$ cat config.mk
export PLATFORM = sky130hd
export DESIGN_NAME = opc_power_ctrl
export DESIGN_NICKNAME = d
export VERILOG_FILES = /design/src/core/opc_pkg.sv /design/src/core/opc_delay_timer.sv /design/src/core/opc_power_ctrl.sv
export VERILOG_INCLUDE_DIRS = /design/src /design/src/core
export SDC_FILE = /design/constraint.sdc
export NUM_CORES = 1
export LEC_CHECK = 0
export BUFFER_PORTS_ARGS = -buffer_cell sky130_fd_sc_hd__buf_2
export CORE_MARGIN = 4
export CORE_UTILIZATION = 60
export CTS_BUF_LIST = sky130_fd_sc_hd__clkbuf_8
export DETAILED_ROUTE_END_ITERATION = 8
export GPL_TIMING_DRIVEN = 0
export PLACE_DENSITY = 0.88
export SLEW_MARGIN = 20
export SYNTH_ARGS = -nofsm -noshare
export SYNTH_HDL_FRONTEND = slang
export SYNTH_HIERARCHICAL = 1
export SYNTH_SLANG_ARGS = --single-unit
export TNS_END_PERCENT = 10
$ cat constraint.sdc
create_clock -name i_clk -period 4.6 [get_ports i_clk]
set_clock_uncertainty 0.2 [all_clocks]
set_input_delay 0.92 -clock i_clk [delete_from_list [all_inputs] [get_ports i_clk]]
set_output_delay 0.92 -clock i_clk [all_outputs]
set_load 0.05 [all_outputs]
$ cat src/core/opc_defs.svh
`ifndef OPC_DEFS_SVH
`define OPC_DEFS_SVH

// ----------------------------------------------------------------------
// clock and timing
// ----------------------------------------------------------------------
`define OPC_CLK_PERIOD_NS 25
`define OPC_PUMP_UP_NS 11000000
`define OPC_HP_UP_NS 35000000

// ----------------------------------------------------------------------
// register byte offsets
// ----------------------------------------------------------------------
`define OPC_ADDR_CTRL 8'h00
`define OPC_ADDR_STATUS 8'h04
`define OPC_ADDR_INT_STATUS 8'h08
`define OPC_ADDR_INT_MASK 8'h0c

// ----------------------------------------------------------------------
// control register fields
// ----------------------------------------------------------------------
`define OPC_CTRL_W 12
`define OPC_CTRL_RESET 12'h000
`define OPC_F_VCM 0
`define OPC_F_HPL 1
`define OPC_F_HPR 2
`define OPC_F_LSV 3
`define OPC_F_SPK 4
`define OPC_F_SAVE_EXIT 5
`define OPC_F_PUMP_CLK 6
`define OPC_F_MONO 7
`define OPC_F_FLOAT 8
`define OPC_F_ALC 9
`define OPC_F_GAIN_LO 10

// ----------------------------------------------------------------------
// status and interrupt fields
// ----------------------------------------------------------------------
`define OPC_INT_W 4
`define OPC_INT_RESET 4'h0
`define OPC_I_OT_SET 0
`define OPC_I_OT_CLR 1
`define OPC_I_PUMP_UP 2
`define OPC_I_HP_UP 3

// ----------------------------------------------------------------------
// bus answers
// ----------------------------------------------------------------------
`define OPC_RESP_OKAY 2'h0
`define OPC_RESP_SLVERR 2'h2

`endif

$ cat src/core/opc_pkg.sv
package opc_pkg;
    typedef enum logic [1:0] {PUMP_OFF, PUMP_RAMP, PUMP_ON} opc_pump_state_type;
    typedef enum logic [1:0] {HP_OFF, HP_RAMP, HP_ON} opc_hp_state_type;
    typedef enum logic [1:0] {SPK_OFF, SPK_SAVE, SPK_NORMAL} opc_spk_state_type;
endpackage

$ cat src/core/opc_delay_timer.sv
`timescale 1ns/1ps
module opc_delay_timer #(
    parameter int CYCLES = 440000
) (
    input wire logic i_clk,
    input wire logic i_rst_n,
    input wire logic i_run,
    output logic o_done
);
    localparam int CW = $clog2(CYCLES + 1);
    localparam logic [CW-1:0] LAST = CW'(CYCLES - 1);

    logic [CW-1:0] count_reg;
    logic [CW-1:0] count_next;
    logic done_reg;
    logic done_next;

    // counts while run is held; dropping run restarts from zero
    always_comb begin
        count_next = '0;
        done_next = 1'b0;
        if (i_run) begin
            count_next = (count_reg == LAST) ? count_reg : CW'(count_reg + 1'b1);
            done_next = (count_reg == LAST);
        end
    end

    always_ff @(posedge i_clk or negedge i_rst_n) begin
        if (!i_rst_n) begin
            count_reg <= '0;
            done_reg <= 1'b0;
        end else begin
            count_reg <= count_next;
            done_reg <= done_next;
        end
    end

    assign o_done = done_reg;
endmodule // opc_delay_timer

$ cat src/core/opc_power_ctrl.sv
`timescale 1ns/1ps
`include "opc_defs.svh"
module opc_power_ctrl #(
    parameter int DATA_W = 24,
    parameter int PUMP_UP_CYCLES = `OPC_PUMP_UP_NS / `OPC_CLK_PERIOD_NS,
    parameter int HP_UP_CYCLES = `OPC_HP_UP_NS / `OPC_CLK_PERIOD_NS
) (
    input wire logic i_clk,
    input wire logic i_rst_n,
    // axi4-lite slave
    input wire logic [7:0] i_s_axi_awaddr,
    input wire logic i_s_axi_awvalid,
    output logic o_s_axi_awready,
    input wire logic [31:0] i_s_axi_wdata,
    input wire logic [3:0] i_s_axi_wstrb,
    input wire logic i_s_axi_wvalid,
    output logic o_s_axi_wready,
    output logic [1:0] o_s_axi_bresp,
    output logic o_s_axi_bvalid,
    input wire logic i_s_axi_bready,
    input wire logic [7:0] i_s_axi_araddr,
    input wire logic i_s_axi_arvalid,
    output logic o_s_axi_arready,
    output logic [31:0] o_s_axi_rdata,
    output logic [1:0] o_s_axi_rresp,
    output logic o_s_axi_rvalid,
    input wire logic i_s_axi_rready,
    // sensor and audio
    input wire logic i_overtemp,
    input wire logic signed [DATA_W-1:0] i_dac_left,
    input wire logic signed [DATA_W-1:0] i_dac_right,
    // power and pin controls
    output logic o_pump_en,
    output logic o_pump_hi_perf,
    output logic o_rail_to_hp,
    output logic o_rail_to_spk,
    output logic o_hp_drive,
    output logic o_hp_pulldown,
    output logic o_hp_float,
    output logic signed [DATA_W-1:0] o_hp_left_data,
    output logic signed [DATA_W-1:0] o_hp_right_data,
    output logic o_spk_pos_oe_n,
    output logic o_spk_neg_oe_n,
    output logic o_spk_neg_half,
    output logic signed [DATA_W-1:0] o_spk_data,
    output logic [2:0] o_spk_gain_code,
    output logic o_overtemp_flag,
    output logic o_irq
);
    // ------------------------------------------------------------------
    // bus slave
    // ------------------------------------------------------------------
    logic aw_rdy_reg, aw_rdy_next, w_rdy_reg, w_rdy_next;
    logic aw_full_reg, aw_full_next, w_full_reg, w_full_next;
    logic [7:0] aw_addr_reg, aw_addr_next;
    logic [31:0] w_data_reg, w_data_next;
    logic [3:0] w_strb_reg, w_strb_next;
    logic bvalid_reg, bvalid_next, ar_rdy_reg, ar_rdy_next, rvalid_reg, rvalid_next;
    logic [1:0] bresp_reg, bresp_next, rresp_reg, rresp_next;
    logic [31:0] rdata_reg, rdata_next;
    logic commit;
    logic [`OPC_CTRL_W-1:0] ctrl_reg, ctrl_next;
    logic [`OPC_INT_W-1:0] int_stat_reg, int_stat_next, int_mask_reg, int_mask_next;
    logic [`OPC_INT_W-1:0] events;
    logic [31:0] status_word;
    logic flag_reg, flag_next;
    opc_pkg::opc_pump_state_type pump_st_reg, pump_st_next;
    opc_pkg::opc_hp_state_type hp_st_reg, hp_st_next;
    opc_pkg::opc_spk_state_type spk_st_reg, spk_st_next;

    // a write lands only once both halves are held and no answer is pending
    assign commit = aw_full_reg && w_full_reg && !bvalid_reg;
    always_comb begin
        aw_rdy_next = aw_rdy_reg;
        w_rdy_next = w_rdy_reg;
        aw_full_next = aw_full_reg;
        w_full_next = w_full_reg;
        aw_addr_next = aw_addr_reg;
        w_data_next = w_data_reg;
        w_strb_next = w_strb_reg;
        bvalid_next = bvalid_reg;
        bresp_next = bresp_reg;
        if (i_s_axi_awvalid && aw_rdy_reg) begin
            aw_rdy_next = 1'b0;
            aw_full_next = 1'b1;
            aw_addr_next = i_s_axi_awaddr;
        end
        if (i_s_axi_wvalid && w_rdy_reg) begin
            w_rdy_next = 1'b0;
            w_full_next = 1'b1;
            w_data_next = i_s_axi_wdata;
            w_strb_next = i_s_axi_wstrb;
        end
        if (commit) begin
            aw_full_next = 1'b0;
            w_full_next = 1'b0;
            bvalid_next = 1'b1;
            bresp_next = (aw_addr_reg == `OPC_ADDR_CTRL || aw_addr_reg == `OPC_ADDR_STATUS ||
                          aw_addr_reg == `OPC_ADDR_INT_STATUS ||
                          aw_addr_reg == `OPC_ADDR_INT_MASK) ? `OPC_RESP_OKAY : `OPC_RESP_SLVERR;
        end
        if (bvalid_reg && i_s_axi_bready) begin
            bvalid_next = 1'b0;
            aw_rdy_next = 1'b1;
            w_rdy_next = 1'b1;
        end
    end

    // status shows live power states; the flag has no write path at all
    assign status_word = {26'h0, spk_st_reg == opc_pkg::SPK_NORMAL,
                          spk_st_reg == opc_pkg::SPK_SAVE, hp_st_reg == opc_pkg::HP_ON,
                          hp_st_reg == opc_pkg::HP_RAMP, pump_st_reg == opc_pkg::PUMP_ON,
                          flag_reg};
    always_comb begin
        ar_rdy_next = ar_rdy_reg;
        rvalid_next = rvalid_reg;
        rdata_next = rdata_reg;
        rresp_next = rresp_reg;
        if (i_s_axi_arvalid && ar_rdy_reg) begin
            ar_rdy_next = 1'b0;
            rvalid_next = 1'b1;
            rresp_next = `OPC_RESP_OKAY;
            unique case (i_s_axi_araddr)
                `OPC_ADDR_CTRL: rdata_next = {20'h0, ctrl_reg};
                `OPC_ADDR_STATUS: rdata_next = status_word;
                `OPC_ADDR_INT_STATUS: rdata_next = {28'h0, int_stat_reg};
                `OPC_ADDR_INT_MASK: rdata_next = {28'h0, int_mask_reg};
                default: begin
                    rdata_next = 32'h0;
                    rresp_next = `OPC_RESP_SLVERR;
                end
            endcase
        end
        if (rvalid_reg && i_s_axi_rready) begin
            rvalid_next = 1'b0;
            ar_rdy_next = 1'b1;
        end
    end

    always_ff @(posedge i_clk or negedge i_rst_n) begin
        if (!i_rst_n) begin
            aw_rdy_reg <= 1'b1;
            w_rdy_reg <= 1'b1;
            aw_full_reg <= 1'b0;
            w_full_reg <= 1'b0;
            aw_addr_reg <= 8'h00;
            w_data_reg <= 32'h0;
            w_strb_reg <= 4'h0;
            bvalid_reg <= 1'b0;
            bresp_reg <= `OPC_RESP_OKAY;
            ar_rdy_reg <= 1'b1;
            rvalid_reg <= 1'b0;
            rdata_reg <= 32'h0;
            rresp_reg <= `OPC_RESP_OKAY;
        end else begin
            aw_rdy_reg <= aw_rdy_next;
            w_rdy_reg <= w_rdy_next;
            aw_full_reg <= aw_full_next;
            w_full_reg <= w_full_next;
            aw_addr_reg <= aw_addr_next;
            w_data_reg <= w_data_next;
            w_strb_reg <= w_strb_next;
            bvalid_reg <= bvalid_next;
            bresp_reg <= bresp_next;
            ar_rdy_reg <= ar_rdy_next;
            rvalid_reg <= rvalid_next;
            rdata_reg <= rdata_next;
            rresp_reg <= rresp_next;
        end
    end

    // ------------------------------------------------------------------
    // control and interrupt registers
    // ------------------------------------------------------------------
    // hardware events win over a same-cycle write-one-to-clear
    always_comb begin
        ctrl_next = ctrl_reg;
        int_mask_next = int_mask_reg;
        int_stat_next = int_stat_reg;
        if (commit && aw_addr_reg == `OPC_ADDR_CTRL) begin
            if (w_strb_reg[0]) ctrl_next[7:0] = w_data_reg[7:0];
            if (w_strb_reg[1]) ctrl_next[11:8] = w_data_reg[11:8];
        end
        if (commit && aw_addr_reg == `OPC_ADDR_INT_MASK && w_strb_reg[0])
            int_mask_next = w_data_reg[`OPC_INT_W-1:0];
        if (commit && aw_addr_reg == `OPC_ADDR_INT_STATUS && w_strb_reg[0])
            int_stat_next = int_stat_reg & ~w_data_reg[`OPC_INT_W-1:0];
        int_stat_next = int_stat_next | events;
    end

    always_ff @(posedge i_clk or negedge i_rst_n) begin
        if (!i_rst_n) begin
            ctrl_reg <= `OPC_CTRL_RESET;
            int_mask_reg <= `OPC_INT_RESET;
            int_stat_reg <= `OPC_INT_RESET;
        end else begin
            ctrl_reg <= ctrl_next;
            int_mask_reg <= int_mask_next;
            int_stat_reg <= int_stat_next;
        end
    end

    // ------------------------------------------------------------------
    // power sequencing
    // ------------------------------------------------------------------
    logic pump_req, hp_want, spk_want, pump_done, hp_done, all_off;
    logic low_supply_mode, spk_en;

    assign low_supply_mode = ctrl_reg[`OPC_F_LSV];
    assign spk_en = ctrl_reg[`OPC_F_SPK];
    assign pump_req = ctrl_reg[`OPC_F_VCM] && !i_overtemp &&
                      (ctrl_reg[`OPC_F_HPL] || ctrl_reg[`OPC_F_HPR] || (low_supply_mode && spk_en));
    assign hp_want = ctrl_reg[`OPC_F_HPL] && ctrl_reg[`OPC_F_HPR] &&
                     !ctrl_reg[`OPC_F_FLOAT] && !i_overtemp;
    // speaker waits for pump in low supply
    assign spk_want = spk_en && !i_overtemp && (!low_supply_mode || pump_st_reg == opc_pkg::PUMP_ON);

    opc_delay_timer #(.CYCLES(PUMP_UP_CYCLES)) u_pump_timer (
        .i_clk(i_clk),
        .i_rst_n(i_rst_n),
        .i_run(pump_st_reg == opc_pkg::PUMP_RAMP),
        .o_done(pump_done)
    );
    opc_delay_timer #(.CYCLES(HP_UP_CYCLES)) u_hp_timer (
        .i_clk(i_clk),
        .i_rst_n(i_rst_n),
        .i_run(hp_st_reg == opc_pkg::HP_RAMP),
        .o_done(hp_done)
    );

    // state walks; losing a request always drops straight to off
    always_comb begin
        pump_st_next = pump_st_reg;
        hp_st_next = hp_st_reg;
        spk_st_next = spk_st_reg;
        unique case (pump_st_reg)
            opc_pkg::PUMP_OFF: if (pump_req) pump_st_next = opc_pkg::PUMP_RAMP;
            opc_pkg::PUMP_RAMP: begin
                if (!pump_req) pump_st_next = opc_pkg::PUMP_OFF;
                else if (pump_done) pump_st_next = opc_pkg::PUMP_ON;
            end
            default: if (!pump_req) pump_st_next = opc_pkg::PUMP_OFF;
        endcase
        unique case (hp_st_reg)
            opc_pkg::HP_OFF: begin
                if (hp_want && pump_st_reg == opc_pkg::PUMP_ON) hp_st_next = opc_pkg::HP_RAMP;
            end
            opc_pkg::HP_RAMP: begin
                if (!hp_want || pump_st_reg != opc_pkg::PUMP_ON) hp_st_next = opc_pkg::HP_OFF;
                else if (hp_done) hp_st_next = opc_pkg::HP_ON;
            end
            default: begin
                if (!hp_want || pump_st_reg != opc_pkg::PUMP_ON) hp_st_next = opc_pkg::HP_OFF;
            end
        endcase
        unique case (spk_st_reg)
            opc_pkg::SPK_OFF: if (spk_want) spk_st_next = opc_pkg::SPK_SAVE;
            opc_pkg::SPK_SAVE: begin
                if (!spk_want) spk_st_next = opc_pkg::SPK_OFF;
                else if (ctrl_reg[`OPC_F_SAVE_EXIT]) spk_st_next = opc_pkg::SPK_NORMAL;
            end
            default: begin
                if (!spk_want) spk_st_next = opc_pkg::SPK_OFF;
                else if (!ctrl_reg[`OPC_F_SAVE_EXIT]) spk_st_next = opc_pkg::SPK_SAVE;
            end
        endcase
    end

    // flag rises only once all stages are off
    assign all_off = pump_st_reg == opc_pkg::PUMP_OFF && hp_st_reg == opc_pkg::HP_OFF &&
                     spk_st_reg == opc_pkg::SPK_OFF;
    assign flag_next = i_overtemp && (flag_reg || all_off);
    assign events = {hp_done && hp_st_reg == opc_pkg::HP_RAMP,
                     pump_done && pump_st_reg == opc_pkg::PUMP_RAMP,
                     flag_reg && !flag_next, !flag_reg && flag_next};

    always_ff @(posedge i_clk or negedge i_rst_n) begin
        if (!i_rst_n) begin
            pump_st_reg <= opc_pkg::PUMP_OFF;
            hp_st_reg <= opc_pkg::HP_OFF;
            spk_st_reg <= opc_pkg::SPK_OFF;
            flag_reg <= 1'b0;
        end else begin
            pump_st_reg <= pump_st_next;
            hp_st_reg <= hp_st_next;
            spk_st_reg <= spk_st_next;
            flag_reg <= flag_next;
        end
    end

    // ------------------------------------------------------------------
    // pins and audio path
    // ------------------------------------------------------------------
    logic signed [DATA_W:0] sum;
    logic signed [DATA_W-1:0] avg;
    logic hp_on, spk_norm, hp_both_off;
    logic [13:0] pins_reg, pins_next;
    logic signed [DATA_W-1:0] hpl_reg, hpl_next, hpr_reg, hpr_next, spkd_reg, spkd_next;

    assign sum = {i_dac_left[DATA_W-1], i_dac_left} + {i_dac_right[DATA_W-1], i_dac_right};
    assign avg = sum[DATA_W:1];
    assign hp_on = hp_st_reg == opc_pkg::HP_ON;
    assign spk_norm = spk_st_reg == opc_pkg::SPK_NORMAL;
    assign hp_both_off = !ctrl_reg[`OPC_F_HPL] && !ctrl_reg[`OPC_F_HPR];

    always_comb begin
        hpl_next = hp_on ? (ctrl_reg[`OPC_F_MONO] ? avg : i_dac_left) : '0;
        hpr_next = hp_on ? (ctrl_reg[`OPC_F_MONO] ? avg : i_dac_right) : '0;
        spkd_next = spk_norm ? avg : '0;
        pins_next = '0;
        pins_next[0] = pump_st_reg != opc_pkg::PUMP_OFF;
        pins_next[1] = ctrl_reg[`OPC_F_PUMP_CLK];
        pins_next[2] = pump_st_reg == opc_pkg::PUMP_ON;
        pins_next[3] = pump_st_reg == opc_pkg::PUMP_ON && low_supply_mode &&
                       spk_st_reg != opc_pkg::SPK_OFF;
        // pull-down or float when off; unsupported mixes float
        pins_next[4] = hp_on;
        pins_next[5] = !hp_on && hp_both_off && !ctrl_reg[`OPC_F_FLOAT];
        pins_next[6] = !hp_on && !(hp_both_off && !ctrl_reg[`OPC_F_FLOAT]);
        pins_next[7] = !spk_norm;
        pins_next[8] = spk_st_reg == opc_pkg::SPK_OFF;
        pins_next[9] = spk_st_reg == opc_pkg::SPK_SAVE;
        pins_next[12:10] = {1'b0, ctrl_reg[11:10]} + {2'b00, ctrl_reg[`OPC_F_ALC]};
        pins_next[13] = |(int_stat_next & int_mask_next);
    end

    always_ff @(posedge i_clk or negedge i_rst_n) begin
        if (!i_rst_n) begin
            pins_reg <= 14'h01a0;
            hpl_reg <= '0;
            hpr_reg <= '0;
            spkd_reg <= '0;
        end else begin
            pins_reg <= pins_next;
            hpl_reg <= hpl_next;
            hpr_reg <= hpr_next;
            spkd_reg <= spkd_next;
        end
    end

    assign o_s_axi_awready = aw_rdy_reg;
    assign o_s_axi_wready = w_rdy_reg;
    assign o_s_axi_bvalid = bvalid_reg;
    assign o_s_axi_bresp = bresp_reg;
    assign o_s_axi_arready = ar_rdy_reg;
    assign o_s_axi_rvalid = rvalid_reg;
    assign o_s_axi_rdata = rdata_reg;
    assign o_s_axi_rresp = rresp_reg;
    assign {o_irq, o_spk_gain_code, o_spk_neg_half, o_spk_neg_oe_n, o_spk_pos_oe_n,
            o_hp_float, o_hp_pulldown, o_hp_drive, o_rail_to_spk, o_rail_to_hp,
            o_pump_hi_perf, o_pump_en} = pins_reg;
    assign o_hp_left_data = hpl_reg;
    assign o_hp_right_data = hpr_reg;
    assign o_spk_data = spkd_reg;
    assign o_overtemp_flag = flag_reg;
endmodule // opc_power_ctrl

==> summary.txt <==
Fin util = 72.2%
Reg2reg path depth = 7
Fmax = 0.320 GHz
Hold crit path type = in -> async
Via count = 7,853
TritonCTS clock tree = yes
CP Class = in -> reg
Total wire length = 24.7 mm
Chip Height = 135 µm
Crit path launch type = primary input
Starting Density = 60.9%
Final period util = 68.0%
Port bufs = 190
Die Wd = 135 µm
Post-synth EDFFs = 0
Drt wl/cell = 18.0 µm
Share of the synthesized area in the top cell type = 49.8%
First-pass GRT wire length = 39.3 mm
RD Place Congestion = 0.973
Cell variety after synth = 86
Ant. Diodes = 0
Sequential share of the synthesized area = 51.4%
Worst slew margin = 45.9%
NumNets Final = 1,279
Max Root-Sink Buffers = 2
Cells after Synth = 910
Hold buffer count at CTS = 0
VDD IR max = 298 µV
Initial antenna violation count = 1
Pre-CTS worst setup slack = 1030 ps
FF-to-FF End = pins_reg[13]
Avg Cell Area, Syn = 10.6 µm²
Fin. Hold Viols = 0
Core Box Area = 15,800 µm²
Commonest non-fill, non-tap cell in the layout = dfrtp_1
Post-synth ARST share = 100%
Row count = 46
Most frequent cells in the layout = dfrtp_1, buf_2, nand2_1
Pin count of the biggest net entering global routing = 93
Vias/cell = 5.73
Final Hold Slack = 76.9 ps
Detail Route Antenna Nets = 0
Tmin final = 3130 ps
Arr. time, crit path = 3270 ps
Final Total Pwr = 3.96 mW
Final Max Tran Viols = 0
Yosys warning count = 6
Post-CTS Setup Bufs = 0
Reg clk slew, reported paths = 100 ps
Crit-path max FO = 7
Data required, critical path = 4740 ps
Leak Pwr = 5.82 nW
# clock sinks = 198
Post-synth top flop = dfrtp_1
Die footprint = 18,200 µm²
Worst Max-Slew Pin Slew = 811 ps
Syn-to-layout area delta = 18.4%
Number of buffers created by CTS = 17
Reg-to-reg startpoint = aw_addr_reg[1]
Synth area leaders = dfrtp_1, mux2_2, ha_1
Pwr per Cell Area = 347 nW/µm²
TritonRoute pass-1 iters = 6
Clk root buf = clkbuf_8
Max Cap Viol = 0
Clk_lat worst skew = 480 ps
Grt total ovfl = 0
Seq cells post-synth = 198
Post-Syn Area = 9650 µm²
Worst setup margin = 1470 ps
Detail Placement HPWL = 18.3 mm
RSZ-0062 raised after global routing = false
GRT Overall Usage = 27.4%
Vias in the first global route = 7,744
Largest area contributor in the netlist = dfrtp_1
Status = finished, final reports clean
Endpoints failing setup = 0
H-Tree Depth = 4
Io pins = 236
# resized after CTS = 0
Residual DRC count = 0
Share of layout cells above drive strength 1 = 29.4%
Number of DRC markers in iteration 0 = 778
Crit. End Element = register
Flop2flop setup slack = 2100 ps
## worst max-delay path by stage
stage,from,endpoint,slack (ps),depth (start not counted)
after floorplan,i_dac_left[10],o_hp_right_data[22],1550,9
after global placement,i_rst_n,o_hp_right_data[16],-720,1
after detailed placement,i_dac_left[10],o_hp_left_data[20],1030,10
after CTS,i_dac_left[10],o_hp_left_data[20],1540,10
after global routing,i_dac_left[10],o_hp_left_data[20],1280,10
final,i_dac_left[10],o_hp_left_data[20],1470,10
## worst max-delay path, cell delays in order
cell	delay, ps
buf_2	120
ha_1	280
clkbuf_1	210
a21oi_1	250
o21ai_0	160
a22oi_1	360
nand2_2	190
a2111oi_4	410
mux2i_1	240
o21ai_0	120
## area by class of cell
type / instances / area [µm²]
Multi-Input combinational cell: 646 / 4330
Timing Repair Buffer: 192 / 1020
Fill cell: 1109 / 4410
Inverter: 29 / 109
Tap cell: 216 / 270
Clock inverter: 12 / 135
Buffer: 58 / 324
Sequential cell: 198 / 4960
Clock buffer: 20 / 275
## Yosys cell counts, types with 6 or more instances
cell,n
a31oi_1,7
a21o_1,8
xnor2_1,18
and3_1,11
a22o_1,6
dfstp_2,6
buf_4,24
ha_1,28
mux2_2,39
inv_1,27
nand2_1,81
o21ai_0,44
or2_2,10
or3_1,7
and2_1,16
clkbuf_1,30
nor2b_1,14
a21oi_1,60
mux2i_1,8
nand4_1,21
nor2_1,68
nand3_1,18
o21a_1,10
nand2b_1,10
nor3_1,20
xor2_1,21
dfrtp_1,192
## where the power goes
part           total (mW)  internal [mW]  switching (mW)
combinational       0.806          0.306           0.499
clock                1.14          0.492           0.648
sequential           2.01           1.90           0.112
total                3.96           2.70            1.26
## through the flow
step | cells | area (µm²) | TNS (ps)
6_report | 1371 | 11400 | 0
5_1_grt | 1371 | 11400 | 0
4_1_cts | 1371 | 11400 | 0
3_5_place_dp | 1339 | 11000 | 0
3_3_place_gp | 1337 | 10900 | -134830
2_1_floorplan | 931 | 9720 | 0
## routing by layer
| metal | GRT usage, % | up-vias | routed length [µm] |
|---|---|---|---|
| li1 | - | 3628 | - |
| met1 | 36.2 | 3796 | 9840 |
| met2 | 44.6 | 363 | 12300 |
| met3 | 6.41 | 64 | 1840 |
| met4 | 10.2 | 2 | 709 |
| met5 | 0 | - | 13 |
## logic make-up (layout without fill, tap and decap cells)
logic type / Yosys count / count (layout) / synth area share, %
simple gates: 322 / 322 / 18.0
flops: 198 / 198 / 51.4
compound gates: 183 / 183 / 12.3
buf+inv: 87 / 311 / 4.49
mux: 51 / 51 / 6.32
xor+xnor: 39 / 39 / 3.54
fa+ha+maj: 29 / 29 / 3.84
other cells: 1 / 22 / 0.0389
Power figures use the tool's default switching activity.
